File: config.mk
export PLATFORM = sky130hd
export DESIGN_NAME = hbridge_voltage_pwm_control
export DESIGN_NICKNAME = d
export VERILOG_FILES = /design/src/logic/hbridge_voltage_pwm_control.v /design/src/logic/persist_timer.v /design/src/logic/pwm_carrier.v
export VERILOG_INCLUDE_DIRS = /design/src /design/src/logic
export SDC_FILE = /design/constraint.sdc
export NUM_CORES = 1
export LEC_CHECK = 0
export ABC_AREA = 1
export BUFFER_PORTS_ARGS = -buffer_cell sky130_fd_sc_hd__buf_2
export CAP_MARGIN = 0
export CORE_ASPECT_RATIO = 1.75
export CORE_MARGIN = 4
export CORE_UTILIZATION = 40
export DETAILED_ROUTE_END_ITERATION = 16
export MAX_ROUTING_LAYER = met4
export PLACE_DENSITY_LB_ADDON = 0.05
export SLEW_MARGIN = 10
export SYNTH_ARGS = -nofsm -noshare
export SYNTH_HDL_FRONTEND = slang
export SYNTH_SLANG_ARGS = --single-unit
export TNS_END_PERCENT = 10
File: constraint.sdc
create_clock -name i_core_clk -period 3.96 [get_ports i_core_clk]
set_input_delay 0.198 -clock i_core_clk [delete_from_list [all_inputs] [get_ports i_core_clk]]
set_output_delay 0.198 -clock i_core_clk [all_outputs]
set_load 0.05 [all_outputs]
File: src/logic/hbridge_ctrl_regs.vh
// Constants of the H-bridge voltage PWM controller: timing, widths, codes.
// Assumes a 20 MHz core clock; included by the design modules only.
`ifndef HBRIDGE_CTRL_REGS_VH
`define HBRIDGE_CTRL_REGS_VH

// ---------------------------------------------------------------
// Clock and PWM
// ---------------------------------------------------------------
`define CLK_HZ            20000000
`define PWM_FREQ_HZ       44500
`define PWM_PERIOD_CYC    (`CLK_HZ / `PWM_FREQ_HZ)
`define DUTY_W            9
`define DUTY_FULL         9'h1c1

// ---------------------------------------------------------------
// Soft start: 12 ms from zero to full duty
// ---------------------------------------------------------------
`define RAMP_MS           12
`define RAMP_CYC          ((`CLK_HZ / 1000) * `RAMP_MS)
`define RAMP_STEP_CYC     (`RAMP_CYC / 449)

// ---------------------------------------------------------------
// Current limit: 3 us blanking, 275 ms fault deglitch
// ---------------------------------------------------------------
`define ILIM_BLANK_US     3
`define ILIM_BLANK_CYC    ((`CLK_HZ / 1000000) * `ILIM_BLANK_US + 1)
`define ILIM_FAULT_MS     275
`define ILIM_FAULT_CYC    ((`CLK_HZ / 1000) * `ILIM_FAULT_MS)

// ---------------------------------------------------------------
// Overcurrent shutdown deglitch: 2 us
// ---------------------------------------------------------------
`define OCP_US            2
`define OCP_CYC           ((`CLK_HZ / 1000000) * `OCP_US)

// ---------------------------------------------------------------
// Regulation data width and mode codes
// ---------------------------------------------------------------
`define VOLT_W            12
`define MODE_SLEEP        2'h0
`define MODE_REV          2'h1
`define MODE_FWD          2'h2
`define MODE_BRAKE        2'h3

`endif

File: src/logic/hbridge_voltage_pwm_control.v
// H-bridge control logic: direction decode, sleep, soft start, voltage loop,
// current limit and overcurrent shutdown with an active-low fault report.
// Assumes all inputs synchronous to i_core_clk; analog compares arrive as
// digital flags or sampled words from converters outside this block.
`timescale 1ns/1ns
`include "hbridge_ctrl_regs.vh"

module hbridge_voltage_pwm_control #(
	parameter ILIM_FAULT_CYC = `ILIM_FAULT_CYC
) (
	input  wire               i_core_clk,
	input  wire               i_rstn,
	input  wire               i_direction_ctrl_a,
	input  wire               i_direction_ctrl_b,
	input  wire [`VOLT_W-1:0] i_motor_voltage_setpoint,
	input  wire [`VOLT_W-1:0] i_bridge_diff_voltage,
	input  wire [`VOLT_W-1:0] i_supply_voltage,
	input  wire               i_current_sense_node_over,
	input  wire               i_switch_overcurrent,
	output reg                o_leg_a_hs_on,
	output reg                o_leg_a_ls_on,
	output reg                o_leg_b_hs_on,
	output reg                o_leg_b_ls_on,
	output reg                o_bridge_leg_a_hiz,
	output reg                o_bridge_leg_b_hiz,
	output reg                o_circuits_awake,
	output reg                o_error_report_low_out,
	output reg                o_error_report_low_oe_n
);

	// ---------------------------------------------------------------
	// Functions
	// ---------------------------------------------------------------

	// Saturating duty step up
	function [`DUTY_W-1:0] duty_up;
		input [`DUTY_W-1:0] d;
		begin
			duty_up = (d >= `DUTY_FULL) ? `DUTY_FULL : d + 9'h001;
		end
	endfunction

	// Saturating duty step down
	function [`DUTY_W-1:0] duty_down;
		input [`DUTY_W-1:0] d;
		begin
			duty_down = (d == 9'h000) ? 9'h000 : d - 9'h001;
		end
	endfunction

	// ---------------------------------------------------------------
	// Mode decode
	// ---------------------------------------------------------------
	wire [1:0] mode;
	wire       driving;
	reg  [1:0] mode_ff;

	assign mode    = {i_direction_ctrl_a, i_direction_ctrl_b};
	assign driving = (mode == `MODE_FWD) || (mode == `MODE_REV);

	always @(posedge i_core_clk or negedge i_rstn) begin
		if (!i_rstn) begin
			mode_ff <= `MODE_SLEEP;
		end else begin
			mode_ff <= mode;
		end
	end

	wire sleep_entry = (mode == `MODE_SLEEP) && (mode_ff != `MODE_SLEEP);
	wire sleep_exit  = (mode != `MODE_SLEEP) && (mode_ff == `MODE_SLEEP);
	// Only a start from sleep or brake restarts; a reversal keeps the ramp
	wire drive_start = driving && ((mode_ff == `MODE_SLEEP) || (mode_ff == `MODE_BRAKE));

	// ---------------------------------------------------------------
	// Carrier and soft-start ramp
	// ---------------------------------------------------------------
	reg  [`DUTY_W-1:0] duty_ff;
	reg  [`DUTY_W-1:0] ramp_cap_ff;
	reg  [15:0]        ramp_cnt_ff;
	wire               pwm_on;
	wire               period_end;
	wire [`DUTY_W-1:0] eff_duty;

	// Duty used by the carrier is bounded by the soft-start ceiling
	assign eff_duty = (duty_ff < ramp_cap_ff) ? duty_ff : ramp_cap_ff;

	pwm_carrier u_carrier (
		.i_core_clk   (i_core_clk),
		.i_rstn       (i_rstn),
		.i_duty       (eff_duty),
		.o_on         (pwm_on),
		.o_period_end (period_end)
	);

	// Counter widened to the 32-bit constant so the compare keeps all bits
	wire ramp_tick = ({16'h0000, ramp_cnt_ff} == (`RAMP_STEP_CYC - 1));

	// Ceiling rises one step per tick, full after about 12 ms
	always @(posedge i_core_clk or negedge i_rstn) begin
		if (!i_rstn) begin
			ramp_cnt_ff <= 16'h0000;
			ramp_cap_ff <= {`DUTY_W{1'b0}};
		end else if (!driving || drive_start) begin
			ramp_cnt_ff <= 16'h0000;
			ramp_cap_ff <= {`DUTY_W{1'b0}};
		end else if (ramp_tick) begin
			ramp_cnt_ff <= 16'h0000;
			ramp_cap_ff <= duty_up(ramp_cap_ff);
		end else begin
			ramp_cnt_ff <= ramp_cnt_ff + 16'h0001;
		end
	end

	// ---------------------------------------------------------------
	// Current limit and overcurrent detection
	// ---------------------------------------------------------------
	wire ilim_active;
	wire ilim_persist;
	wire ocp_hit;

	// Short spikes under 3 us are ignored
	persist_timer #(.LIMIT(`ILIM_BLANK_CYC)) u_ilim_blank (
		.i_core_clk (i_core_clk),
		.i_rstn     (i_rstn),
		.i_cond     (i_current_sense_node_over && driving),
		.o_hit      (ilim_active)
	);

	persist_timer #(.LIMIT(ILIM_FAULT_CYC)) u_ilim_fault (
		.i_core_clk (i_core_clk),
		.i_rstn     (i_rstn),
		.i_cond     (ilim_active),
		.o_hit      (ilim_persist)
	);

	persist_timer #(.LIMIT(`OCP_CYC)) u_ocp (
		.i_core_clk (i_core_clk),
		.i_rstn     (i_rstn),
		.i_cond     (i_switch_overcurrent && driving),
		.o_hit      (ocp_hit)
	);

	// ---------------------------------------------------------------
	// Voltage regulation loop
	// ---------------------------------------------------------------
	reg  [`VOLT_W+1:0] avg_ff;
	wire [`VOLT_W-1:0] avg_div4;
	wire               bypass;

	// Average of differential output, kept as 4x value; top bits are /4
	always @(posedge i_core_clk or negedge i_rstn) begin
		if (!i_rstn) begin
			avg_ff <= {(`VOLT_W+2){1'b0}};
		end else if (!driving) begin
			avg_ff <= {(`VOLT_W+2){1'b0}};
		end else begin
			avg_ff <= avg_ff - {2'b00, avg_ff[`VOLT_W+1:2]} + {2'b00, i_bridge_diff_voltage};
		end
	end

	assign avg_div4 = avg_ff[`VOLT_W+1:2] >> 2;
	// Set-point over a quarter of supply means target above supply
	assign bypass = (i_motor_voltage_setpoint > (i_supply_voltage >> 2));

	// Duty stepped once per PWM period; bypass sets full duty at once
	always @(posedge i_core_clk or negedge i_rstn) begin
		if (!i_rstn) begin
			duty_ff <= {`DUTY_W{1'b0}};
		end else if (!driving || drive_start) begin
			duty_ff <= {`DUTY_W{1'b0}};
		end else if (ilim_active && period_end) begin
			duty_ff <= duty_down(duty_ff);
		end else if (bypass) begin
			duty_ff <= `DUTY_FULL;
		end else if (period_end) begin
			if (avg_div4 < i_motor_voltage_setpoint) begin
				duty_ff <= duty_up(duty_ff);
			end else if (avg_div4 > i_motor_voltage_setpoint) begin
				duty_ff <= duty_down(duty_ff);
			end
		end
	end

	// ---------------------------------------------------------------
	// Faults
	// ---------------------------------------------------------------
	reg ilim_fault_ff;
	reg ocp_latch_ff;
	reg exit_pulse_ff;

	// Current-limit fault: set wins, clears on sleep entry or load removal
	always @(posedge i_core_clk or negedge i_rstn) begin
		if (!i_rstn) begin
			ilim_fault_ff <= 1'b0;
		end else if (ilim_persist) begin
			ilim_fault_ff <= 1'b1;
		end else if (sleep_entry || !ilim_active) begin
			ilim_fault_ff <= 1'b0;
		end
	end

	// Only reset, i.e. a power cycle, releases the shutdown
	always @(posedge i_core_clk or negedge i_rstn) begin
		if (!i_rstn) begin
			ocp_latch_ff <= 1'b0;
		end else if (ocp_hit) begin
			ocp_latch_ff <= 1'b1;
		end
	end

	// One-cycle fault pulse on each exit from sleep
	always @(posedge i_core_clk or negedge i_rstn) begin
		if (!i_rstn) begin
			exit_pulse_ff <= 1'b0;
		end else begin
			exit_pulse_ff <= sleep_exit;
		end
	end

	// ---------------------------------------------------------------
	// Bridge drive and outputs
	// ---------------------------------------------------------------
	reg nxt_a_hs;
	reg nxt_a_ls;
	reg nxt_b_hs;
	reg nxt_b_ls;
	reg nxt_hiz;

	// Switch pattern per mode; off time recirculates on both high sides
	always @* begin
		nxt_a_hs = 1'b0;
		nxt_a_ls = 1'b0;
		nxt_b_hs = 1'b0;
		nxt_b_ls = 1'b0;
		nxt_hiz  = 1'b1;
		if (!ocp_latch_ff && !ocp_hit) begin
			case (mode)
				`MODE_FWD: begin
					nxt_hiz  = 1'b0;
					nxt_a_hs = 1'b1;
					nxt_b_ls = pwm_on;
					nxt_b_hs = !pwm_on;
				end
				`MODE_REV: begin
					nxt_hiz  = 1'b0;
					nxt_b_hs = 1'b1;
					nxt_a_ls = pwm_on;
					nxt_a_hs = !pwm_on;
				end
				`MODE_BRAKE: begin
					nxt_hiz  = 1'b0;
					nxt_a_ls = 1'b1;
					nxt_b_ls = 1'b1;
				end
				default: begin
					nxt_hiz  = 1'b1;
				end
			endcase
		end
	end

	// All outputs registered; sleep drops drivers and internal circuits
	always @(posedge i_core_clk or negedge i_rstn) begin
		if (!i_rstn) begin
			o_leg_a_hs_on           <= 1'b0;
			o_leg_a_ls_on           <= 1'b0;
			o_leg_b_hs_on           <= 1'b0;
			o_leg_b_ls_on           <= 1'b0;
			o_bridge_leg_a_hiz      <= 1'b1;
			o_bridge_leg_b_hiz      <= 1'b1;
			o_circuits_awake        <= 1'b0;
			o_error_report_low_out  <= 1'b0;
			o_error_report_low_oe_n <= 1'b1;
		end else begin
			o_leg_a_hs_on           <= nxt_a_hs;
			o_leg_a_ls_on           <= nxt_a_ls;
			o_leg_b_hs_on           <= nxt_b_hs;
			o_leg_b_ls_on           <= nxt_b_ls;
			o_bridge_leg_a_hiz      <= nxt_hiz;
			o_bridge_leg_b_hiz      <= nxt_hiz;
			o_circuits_awake        <= (mode != `MODE_SLEEP);
			o_error_report_low_out  <= 1'b0;
			// Open drain: pull low while any fault source is active
			o_error_report_low_oe_n <= !(ilim_fault_ff || ocp_latch_ff || ocp_hit || exit_pulse_ff);
		end
	end

endmodule // hbridge_voltage_pwm_control

File: src/logic/persist_timer.v
// Persistence timer: holds o_hit high while i_cond has held for LIMIT cycles.
// Assumes i_cond is synchronous to i_core_clk.
`timescale 1ns/1ns

module persist_timer #(
	parameter LIMIT = 32'd60
) (
	input  wire        i_core_clk,
	input  wire        i_rstn,
	input  wire        i_cond,
	output wire        o_hit
);

	reg  [31:0] cnt_ff;
	wire [31:0] nxt_cnt;

	// Restart whenever the condition drops; saturate at the limit
	assign nxt_cnt = !i_cond ? 32'h0000_0000 :
		(cnt_ff >= LIMIT) ? cnt_ff : cnt_ff + 32'h0000_0001;

	always @(posedge i_core_clk or negedge i_rstn) begin
		if (!i_rstn) begin
			cnt_ff <= 32'h0000_0000;
		end else begin
			cnt_ff <= nxt_cnt;
		end
	end

	// Level, high while the condition has persisted long enough
	assign o_hit = i_cond && (cnt_ff >= LIMIT);

endmodule // persist_timer

File: src/logic/pwm_carrier.v
// Free-running PWM carrier at the internal switching frequency.
// Assumes a 20 MHz core clock; duty compared against the count.
`timescale 1ns/1ns
`include "hbridge_ctrl_regs.vh"

module pwm_carrier (
	input  wire                i_core_clk,
	input  wire                i_rstn,
	input  wire [`DUTY_W-1:0]  i_duty,
	output wire                o_on,
	output wire                o_period_end
);

	reg  [`DUTY_W-1:0] cnt_ff;
	wire               wrap;

	assign wrap = (cnt_ff == (`DUTY_FULL - 9'h001));

	// Count 0..DUTY_FULL-1, one full period per wrap
	always @(posedge i_core_clk or negedge i_rstn) begin
		if (!i_rstn) begin
			cnt_ff <= {`DUTY_W{1'b0}};
		end else if (wrap) begin
			cnt_ff <= {`DUTY_W{1'b0}};
		end else begin
			cnt_ff <= cnt_ff + 9'h001;
		end
	end

	// Duty of DUTY_FULL keeps the on phase through the whole period
	assign o_on         = (cnt_ff < i_duty);
	assign o_period_end = wrap;

endmodule // pwm_carrier

Word-level counts from Yosys, hierarchy flattened
Cells that the tools add are included.
{ "totals": {"output_inout_bits": 9, "in_bits": 42, "regBits": 165, "wordCells": 116} }
{ "op_classes": {"add_sub_neg": 10, "n_reduce_logical": 34, "n_lt_le_gt_ge": 10, "mux": 34, "n_eq_ne": 9} }
{ "ops": {"columns": ["operator", "count"], "rows": [
  ["$mux 32", 6],
  ["$mux 9", 13],
  ["$add 32x1->32 const B", 3],
  ["$ge 32x6->1 const B", 2],
  ["$ge 32x23->1 const B", 1],
  ["$mux 16", 2],
  ["$add 9x1->9 const B", 3],
  ["$ge 9x9->1 const B", 2],
  ["$lt 9x9->1", 2],
  ["$add 16x1->16 const B", 1],
  ["$eq 16x10->1 const B", 1],
  ["$add 14x12->14", 1],
  ["$mux 14", 1],
  ["$sub 14x12->14", 1],
  ["$gt 10x12->1", 1],
  ["$gt 12x10->1", 1],
  ["$lt 10x12->1", 1],
  ["$logic_and 1x1->1", 10],
  ["$eq 9x9->1 const B", 1],
  ["$logic_not 9->1", 1],
  ["$sub 9x1->9 const B", 1],
  ["$mux 1", 8],
  ["$pmux 1 s2", 4],
  ["$reduce_bool 2->1", 4],
  ["other kinds (10)", 26]
]} }

Depth between registers and ports, before layout
Gate-level depths: netlist of the first run.
{ "logic_depth": {"word_depth": 8, "mapped_depth": 20, "depth_no_buf": 19} }

Modules after synthesis
From an unflattened synthesis of the first run, not the netlist that was laid out.
{ "unflattened": {"cells_unflattened": 1453, "area_unflattened_um2": 10675.2} }
{ "modules_own_cells": {"columns": ["mod", "area_per_inst_um2", "seq_area_each_um2", "cells_each", "n_inst"], "rows": [
  ["hbridge_voltage_pwm_control", 5159.9, 1503.9, 726, 1],
  ["persist_timer at u_ilim_fault", 1920.6, 800.8, 287, 1],
  ["persist_timer at u_ilim_blank", 1475.2, 800.8, 183, 1],
  ["persist_timer at u_ocp", 1425.1, 800.8, 165, 1],
  ["pwm_carrier", 694.4, 225.2, 92, 1]
]} }

Worst setup path before layout of the first run
Ideal clock, no wire load.
{ "synth_path": {"kind": "register -> register", "from": "register ramp_cap_ff[4]", "to": "register o_leg_a_hs_on", "path_slack_ps": 1388, "stages_incl_launch_ff": 18, "n_path_buf": 1, "setup_ps": 120, "required_time_ps": 3840, "arrival_time_ps": 2452, "path_cell_list": "dfrtp_1 -> inv_1 -> ha_1 -> nand2_1 -> nor2_1 -> nand3_1 -> nand3_1 -> clkbuf_1 -> o21ai_0 -> ha_1 -> nand2_1 -> inv_1 -> o21ai_0 -> nand2_1 -> a21oi_1 -> nand2_1 -> nand2_1 -> a21oi_1"} }
{ "synth_between": {"elab_chain_cells": 6} }
{ "synth_rtl": {"columns": ["element", "line_no", "text"], "rows": [
  ["from (decl)", "hbridge_voltage_pwm_control.v:78", "reg [`DUTY_W-1:0] ramp_cap_ff;"],
  ["from (signal assigned)", "hbridge_voltage_pwm_control.v:102", "ramp_cap_ff <= {`DUTY_W{1'b0}};"],
  ["from (signal assigned)", "hbridge_voltage_pwm_control.v:105", "ramp_cap_ff <= {`DUTY_W{1'b0}};"],
  ["from (signal assigned)", "hbridge_voltage_pwm_control.v:108", "ramp_cap_ff <= duty_up(ramp_cap_ff);"],
  ["$lt 9x9->1", "hbridge_voltage_pwm_control.v:85", "assign eff_duty = (duty_ff < ramp_cap_ff) ? duty_ff : ramp_cap_ff;"],
  ["$mux 9 (*)", "hbridge_voltage_pwm_control.v:85", null],
  ["$lt 9x9->1 (*)", "pwm_carrier.v:31", "assign o_on = (cnt_ff < i_duty);"],
  ["$logic_not 1->1 (*)", "hbridge_voltage_pwm_control.v:248", "nxt_a_hs = !pwm_on;"],
  ["$pmux 1 s2 (*)", "hbridge_voltage_pwm_control.v:237", "case (mode)"],
  ["$mux 1 (*)", "hbridge_voltage_pwm_control.v:236", "if (!ocp_latch_ff && !ocp_hit) begin"],
  ["net nxt_a_hs", "hbridge_voltage_pwm_control.v:223", "reg nxt_a_hs;"],
  ["to (signal assigned)", "hbridge_voltage_pwm_control.v:275", "o_leg_a_hs_on <= nxt_a_hs;"],
  ["to (decl)", "hbridge_voltage_pwm_control.v:20", "output reg o_leg_a_hs_on,"]
]} }
The timed path passes the listed nets; every way through them passes the cells marked *.
A chain may end at the register's enable or synchronous reset.

Worst setup path in the final report of the first run
{ "layout_path": {"from": "register duty_ff[6]", "to": "register o_leg_a_hs_on"} }
{ "layout_between": {"elab_chain_cells": 6} }
{ "layout_rtl": {"columns": ["element", "line_no", "text"], "rows": [
  ["from (decl)", "hbridge_voltage_pwm_control.v:77", "reg [`DUTY_W-1:0] duty_ff;"],
  ["from (signal assigned)", "hbridge_voltage_pwm_control.v:168", "duty_ff <= {`DUTY_W{1'b0}};"],
  ["from (signal assigned)", "hbridge_voltage_pwm_control.v:170", "duty_ff <= {`DUTY_W{1'b0}};"],
  ["from (signal assigned)", "hbridge_voltage_pwm_control.v:172", "duty_ff <= duty_down(duty_ff);"],
  ["$lt 9x9->1", "hbridge_voltage_pwm_control.v:85", null],
  ["$mux 9 (*)", "hbridge_voltage_pwm_control.v:85", null],
  ["$lt 9x9->1 (*)", "pwm_carrier.v:31", null],
  ["$logic_not 1->1 (*)", "hbridge_voltage_pwm_control.v:248", null],
  ["$pmux 1 s2 (*)", "hbridge_voltage_pwm_control.v:237", null],
  ["$mux 1 (*)", "hbridge_voltage_pwm_control.v:236", null],
  ["net nxt_a_hs", "hbridge_voltage_pwm_control.v:223", null]
]} }
Marks and branches as above.

==> summary.txt, run 1 <==
Placed design
  • DP HPWL: 16300 µm
  • Gp weighted congestion: 0.849
  • # port buffers: 47

Cells and area
  • Nets@finish: 1457
  • Fill cell count: 2552
  • Commonest non-fill, non-tap cell in the layout: inv_1
  • Post-layout util: 0.455
  • Most frequent cells in the layout: 246 x inv_1, 206 x nand2_1, 170 x nor2_1
  • Layout overhead on the synthesized area: 11.5%
  • Ratio of cells with drive above 1 in the final layout: 0.0914

Logic synthesis
  • Top post-synthesis cells by area: dfrtp_1 40%, inv_1 9.1%, ha_1 8.8%, nand2_1 7.7%, nor2_1 6.3%
  • Cells after Synth: 1286
  • Unique masters post-synth: 45
  • Mapped Area: 10100 µm²
  • Yosys reg bits: 165
  • Yosys warnings: 0
  • Synth top area share: 0.404
  • Area leader, netlist: dfrtp_1
  • Mean Syn Cell Area: 7.85 µm²
  • Syn_nets: 1411
  • Register area share after synthesis: 0.409

Timing
  • RSZ-0062 raised after global routing: false
  • Fin. max-slew vios: 0
  • Final period util: 0.787
  • Crit path time final: 3.12 ns
  • Setup tns final: 0 ns
  • Least-Margin Pin Slew: 0.913 ns
  • Worst Skew: 0.0175 ns
  • Relative slew slack: 0.391
  • Final Hold Fails: 0
  • Final Setup Violations: 0
  • Fmax: 321 MHz

Clock network
  • Root Driver: clkbuf_16
  • Longest Clk Path Bufs: 2
  • TritonCTS clock tree: yes
  • Post-CTS setup buffers: 0
  • Clock slew at reported path FFs: 0.07 ns
  • CTS buffer count: 17
  • Clk sinks: 165
  • Worst-Skew Late Latency: 0.44 ns
  • H-tree depth: 4

Power
  • Static leakage: 0.00556 µW
  • Power per Cell Area: 470 nW/µm²
  • Peak VDD IR: 0.370 mV
  • Total power: 5300 µW

Critical path
  • CP max FO: 17
  • CP bufs+invs: 1
  • R2R Path End: o_leg_a_hs_on$_DFF_PN0_
  • Critical Path Source: duty_ff[6]$_DFFE_PN0P_
  • CP dominant cell by count: nand2_1
  • WP data required: 4.28 ns
  • Crit end category: flip-flop
  • CP max-delay cell: dfrtp_1
  • Critical path depth: 15
  • Worst reg-to-reg setup slack: 0.84 ns
  • Critical path's largest stage delay: 0.49 ns
  • Worst r2r src: duty_ff[6]$_DFFE_PN0P_
  • Crit-path cells: ha_1 -> nand2_1 -> nand2_1 -> a21oi_1 -> nand3_1 -> o21ai_0 -> ha_1 -> nand2_1 -> inv_1 -> o21ai_0 -> nand2_1 -> a21oi_1 -> nand2_1 -> nand2_1 -> a21oi_1
  • Worst EP arrival: 3.44 ns
  • Crit path kind: reg2reg
  • Kind of cell adding the most delay to the critical path: compound AO/OA/AOI/OAI gates
  • Worst setup SP type: flip-flop
  • Crit path to: o_leg_a_hs_on$_DFF_PN0_
  • Reg2Reg Depth: 15

Drt
  • Routed WL: 22000 µm
  • Vias: 8035
  • Drt first pass iters: 4
  • Wire per inst: 13.3 µm
  • Starting DRT DRC Count: 358
  • Via density: 4.84
  • Residual DRC count: 0
  • Final ANT Viol Nets: 0

Floorplan
  • Die W: 128 µm
  • Boundary Pins: 51
  • Core Box Area: 24700 µm²
  • Die Y: 218 µm
  • Die area: 27900 µm²
  • Initial core utilization: 0.408
  • Num rows: 76

Global route
  • First-pass GRT wire length: 37800 µm
  • Initial antenna violation count: 2
  • Largest net degree at the start of global routing: 95
  • Total GRT Usage: 0.173
  • Grt total ovfl: 0
  • Vias in the first global route: 8020

Outcome
  • Status: finished, final reports clean

Flow run
  • MaxCap Viol Count: 0

Min path
  • Worst hold-check path type: in2reg
  • Worst hold path startpoint: i_bridge_diff_voltage[0]
## worst min-delay path: cells and delay by family
family	cells	cell delay, ns
adder cells (fa/ha/maj)	1	0.12
buffers and inverters	2	0.12
AND/OR/NAND/NOR	1	0.04
## per-stage QoR
stage          instance area, µm²  worst slack [ns]  cells  hold WS (ns)
2_1_floorplan               10100              1.39   1286       -0.0976
3_3_place_gp                10600             0.870   1622         0.354
3_5_place_dp                10600             0.850   1622         0.360
4_1_cts                     11300             0.828   1657        0.0556
5_1_grt                     11300             0.505   1659        0.0958
6_report                    11300             0.844   1659        0.0788
## logic make-up after synthesis
| logic type | Yosys count | synth area share |
|---|---|---|
| and+or+nand+nor | 572 | 0.255 |
| buffers and inverters | 279 | 0.111 |
| DFF | 165 | 0.409 |
| AOI/OAI and AO/OA | 151 | 0.0825 |
| adders and majority gates | 83 | 0.112 |
| xor gates and xnor gates | 35 | 0.0304 |
| other | 1 | 0.000371 |
## cell usage after synthesis (all sizes together)
| cell type | count |
|---|---|
| inv | 249 |
| nand2 | 215 |
| nor2 | 182 |
| dfrtp | 163 |
| nand3 | 106 |
| ha | 71 |
| a21oi | 64 |
| o21ai | 57 |
| xor2 | 29 |
| nand4 | 28 |
| nor3 | 26 |
| buf | 20 |
| o31ai | 16 |
| fa | 12 |
| clkbuf | 9 |
| xnor2 | 6 |
| nor3b | 4 |
| nor4 | 4 |
| o22ai | 4 |
| a31oi | 3 |
| nand3b | 3 |
| or2 | 3 |
| a21boi | 2 |
| dfstp | 2 |
| o211ai | 2 |
| o21bai | 2 |
| a211oi | 1 |
| clkinv | 1 |
| conb | 1 |
| nand2b | 1 |
## routing by layer
metal	vias up	track usage	part of all wire
met1	3744	0.186	0.41
li1	4161	-	-
met5	-	-	0
met4	0	0.0652	0.026
met2	97	0.311	0.53
met3	33	0.0352	0.029
## worst min path at each step
stage                                             end  depth (start not counted)  slack (ns)
floorplan                         avg_ff[0]$_DFF_PN0_                          0        -0.1
global placement    o_error_report_low_oe_n$_DFF_PN1_                          1        0.35
detailed placement               mode_ff[0]$_DFF_PN0_                          1        0.36
CTS                               avg_ff[0]$_DFF_PN0_                          4        0.06
global route                      avg_ff[0]$_DFF_PN0_                          4         0.1
finish                            avg_ff[0]$_DFF_PN0_                          4        0.08
## timing repair
item                      CTS  global route
hold buffers                3             0
hold endpoints to repair   95             0
gates resized for setup     0             0
## state kept, by name, summed over array words and instances (netlist names), 2 cells and up
signal / cells
u_ocp.cnt_ff: 32
u_ilim_blank.cnt_ff: 32
ramp_cap_ff: 9
u_ilim_fault.cnt_ff: 32
ramp_cnt_ff: 16
duty_ff: 9
mode_ff: 2
u_carrier.cnt_ff: 9
avg_ff: 14
## final cells by class
class	count	area [µm²]	area share
repair buffers	56	329	0.0292
inverters	250	938	0.0834
diodes	2	5.00	0.000445
clock inverters	10	143	0.0127
clock buffers	22	474	0.0421
multi-input cells	842	4850	0.430
well taps	312	390	0.0347
flip-flops and latches	165	4130	0.367
## power breakdown
part | internal (µW) | switching (µW)
sequential | 1770 | 88.1
clock | 1050 | 706
combinational | 621 | 1070
No activity file was read; power rests on OpenSTA's default activity.
==> inputs of run 2 (changes only) <==
ABC_AREA = 0   (was 1)
clock period = 3.24 ns   (was 3.96 ns; I/O delays follow)
==> run 2 against run 1 <==
Effect of this change:
- sequential power rose by 22%
- combinational power is 22% higher
- total power increased by 19%
- critical path depth up 1
- sequential share of layout area is 1.8 points higher
- first-iteration DRC count shrank 19%
- via count shrank 14%
- utilization is 1.5 points higher
- clock skew fell by 0.0028 ns
- final area shrank 4.7%
==> summary.txt, run 2 <==
Floorplan
  • Die Y: 210 µm (-3.9%)
  • Num rows: 73 (-3.9%)
  • Core Box Area: 22800 µm² (-7.6%)
  • Initial core utilization: 0.407 (-0.00156)
  • Die area: 25800 µm² (-7.6%)
  • Die W: 123 µm (-3.8%)
  • Boundary Pins: 51 (unchanged)

Cells and area
  • Post-layout util: 0.470 (+0.0147)
  • Most frequent cells in the layout: 163 x dfrtp_1, 108 x inv_1, 101 x nor2_1
  • Ant diodes: 0 (-2)
  • Fill cell count: 2253 (-12%)
  • Top flop regs: u_ilim_blank.cnt_ff x32, u_ilim_fault.cnt_ff x32, u_ocp.cnt_ff x32
  • Nets@finish: 1174 (-19%)
  • Commonest non-fill, non-tap cell in the layout: dfrtp_1
  • Register Area: 4130 µm² (unchanged)
  • Area of the multi-input gates: 4650 µm² (-4.1%)
  • Layout overhead on the synthesized area: 15.6%
  • Finished Layout Cells: 1361 (-18%)
  • Ratio of cells with drive above 1 in the final layout: 0.137 (+0.0452)
  • Finished Cell Area: 10700 µm² (-4.7%)

Timing
  • Final period util: 0.966 (+0.179)
  • Final Setup Violations: 0 (unchanged)
  • Final Hold Fails: 0 (unchanged)
  • Worst Skew: 0.0147 ns (-0.00279 ns)
  • Setup tns final: 0 ns (unchanged)
  • Crit path time final: 3.13 ns (+0.0137 ns)
  • Fin. max-slew vios: 0 (unchanged)
  • Least-Margin Pin Slew: 0.810 ns (-0.103 ns)
  • Fmax: 320 MHz (-0.44%)
  • RSZ-0062 raised after global routing: true
  • Relative slew slack: 0.455 (+0.0635)

Critical path
  • CP max-delay cell: dfrtp_1
  • WP data required: 3.60 ns (-0.68 ns)
  • CP max FO: 4 (-13)
  • Crit path kind: reg2reg
  • Crit-path cells: inv_2 -> ha_4 -> o21a_1 -> o21a_1 -> o31a_1 -> a311o_1 -> buf_4 -> mux2i_1 -> ha_1 -> a21o_1 -> a21oi_2 -> o21ai_1 -> nand3_1 -> nand2_1 -> a211o_1 -> a21oi_2
  • Critical path's largest stage delay: 0.39 ns (-0.10 ns)
  • Crit end category: flip-flop
  • Worst EP arrival: 3.49 ns (+0.05 ns)
  • Worst setup SP type: flip-flop

Drt
  • Residual DRC count: 0 (unchanged)
  • Via density: 5.08 (+4.9%)
  • Starting DRT DRC Count: 291 (-19%)
  • Drt first pass iters: 4 (unchanged)
  • Final ANT Viol Nets: 0 (unchanged)
  • Vias: 6914 (-14%)
  • Wire per inst: 15.5 µm (+17%)
  • Routed WL: 21100 µm (-4.2%)

Placed design
  • DP HPWL: 15800 µm (-3.0%)
  • Post-Place Cell Area: 10100 µm² (-5.0%)
  • Gp weighted congestion: 0.849 (about the same)
  • Cell count after placement: 1323 (-18%)
  • # port buffers: 47 (unchanged)

Clock network
  • Clk sinks: 165 (unchanged)
  • CTS buffer count: 17 (unchanged)
  • Root Driver: clkbuf_16
  • TritonCTS clock tree: yes
  • Longest Clk Path Bufs: 2 (unchanged)
  • Worst-Skew Late Latency: 0.43 ns (about the same)
  • H-tree depth: 4 (unchanged)
  • Clock slew at reported path FFs: 0.07 ns (about the same)

Logic synthesis
  • Most common cell in the netlist: dfrtp_1
  • Top post-synthesis cells by area: dfrtp_1 44%, ha_1 9.6%, and3_1 4.7%, inv_1 4.4%, nor2_1 4.1%
  • Yosys warnings: 0 (unchanged)
  • Main synth FF type: dfrtp_1
  • Syn_nets: 1088 (-23%)
  • Mapped Area: 9290 µm² (-8.0%)
  • Commonest cells in the netlist: 163 x dfrtp_1, 109 x inv_1, 101 x nor2_1, 71 x ha_1, 70 x and3_1
  • Synth top area share: 0.439 (+0.0351)
  • Register area share after synthesis: 0.445 (+0.0356)
  • Cells after Synth: 963 (-25%)
  • Yosys reg bits: 165 (unchanged)
  • Area leader, netlist: dfrtp_1
  • Mean Syn Cell Area: 9.64 µm² (+23%)
  • Async SR Flop Fraction: 1.00 (unchanged)
  • Number of enable flip-flop cells after synthesis: 0 (unchanged)
  • Unique masters post-synth: 72 (+60%)

Power
  • Power per Cell Area: 585 nW/µm² (+24%)
  • Static leakage: 0.00535 µW (-3.8%)
  • Peak VDD IR: 0.477 mV (+29%)
  • Total power: 6280 µW (+19%)

Outcome
  • Status: finished, final reports clean

Global route
  • Total GRT Usage: 0.179 (+0.00522)
  • Vias in the first global route: 7112 (-11%)
  • Grt total ovfl: 0 (unchanged)
  • Initial antenna violation count: 0 (-2)
  • First-pass GRT wire length: 35700 µm (-5.7%)
  • Largest net degree at the start of global routing: 84 (-12%)

Min path
  • Worst hold-check path type: in2reg

Flow run
  • MaxCap Viol Count: 0 (unchanged)
==> run 2: cell types whose count changed in the layout (fill, tap and decap cells not counted), sizes merged, moves of 21 or more <==
cell   delta
nand3    -72
nand2   -162
nor2     -81
buf      +39
o21ai    -30
and3     +70
a21oi    -21
inv     -137
==> run 2: layout make-up <==
| type | count | area share |
|---|---|---|
| Timing Repair Buffer | 95 | 0.0568 |
| Sequential cell | 165 | 0.385 |
| Clock inverter | 12 | 0.0108 |
| Inverter | 109 | 0.0381 |
| Tap cell | 300 | 0.0350 |
| Multi-Input combinational cell | 661 | 0.433 |
| Clock buffer | 19 | 0.0413 |
==> run 2: cells by family after synthesis <==
kind of cell / count (synthesis) / share of synthesized area
muxes: 8 / 0.00876
other: 1 / 0.000404
AOI/OAI and AO/OA: 141 / 0.102
buffers and inverters: 137 / 0.0590
and+or+nand+nor: 371 / 0.210
xor gates and xnor gates: 57 / 0.0538
DFF: 165 / 0.445
adders and majority gates: 83 / 0.122
==> run 2: where the power goes <==
| part | internal (µW) | switching [µW] |
|---|---|---|
| Combinational | 871 | 1200 |
| Clock | 1090 | 876 |
| Sequential | 2170 | 81.1 |
| Total | 4130 | 2150 |
==> run 2: final timing paths <==
kind	from	endpoint	slack [ns]	depth (start not counted)
max in group asynchronous	i_rstn	u_ocp.cnt_ff[15]$_DFFE_PN0N_	2.09	3
setup reg to reg	ramp_cap_ff[6]$_DFFE_PN0P_	o_leg_b_ls_on$_DFF_PN0_	0.11	16
hold reg to reg	exit_pulse_ff$_DFF_PN0_	o_error_report_low_oe_n$_DFF_PN1_	0.36	1
min in group asynchronous	i_rstn	u_ilim_fault.cnt_ff[25]$_DFFE_PN0N_	0.35	2
setup / recovery	ramp_cap_ff[6]$_DFFE_PN0P_	o_leg_b_ls_on$_DFF_PN0_	0.11	16
hold / removal	i_bridge_diff_voltage[0]	avg_ff[0]$_DFF_PN0_	0.07	3
==> run 2: critical path: cells and delay by family (launching register included) <==
kind | cells | cell delay (ns)
multiplexers | 1 | 0.18
adder cells (fa/ha/maj) | 2 | 0.48
buffers and inverters | 2 | 0.25
AND/OR/NAND/NOR | 2 | 0.15
AO/OA/AOI/OAI | 9 | 1.61
flip-flops | 1 | 0.39
==> run 2: what timing repair did <==
action | in CTS | in global routing
resized for setup | 0 | 9
buffers inserted | 0 | 4
hold buffers | 3 | 0
setup endpoints to repair | 0 | 6
endpoints found under the hold margin | 78 | 0
==> run 2: metal layers <==
layer | GRT usage | vias to the layer above | part of all wire
met1 | 0.204 | 3340 | 0.41
met2 | 0.314 | 69 | 0.55
met3 | 0.0278 | 17 | 0.021
met5 | - | - | 0
li1 | - | 3488 | -
met4 | 0.0593 | 0 | 0.013
==> run 2: stage by stage <==
step	hold WS (ns)	setup WS, ns
finish	0.0661	0.110
global route	0.0796	-0.0840
CTS	0.0462	0.000904
detailed placement	0.291	0.00553
global placement	0.288	0.0452
floorplan	-0.134	0.0717
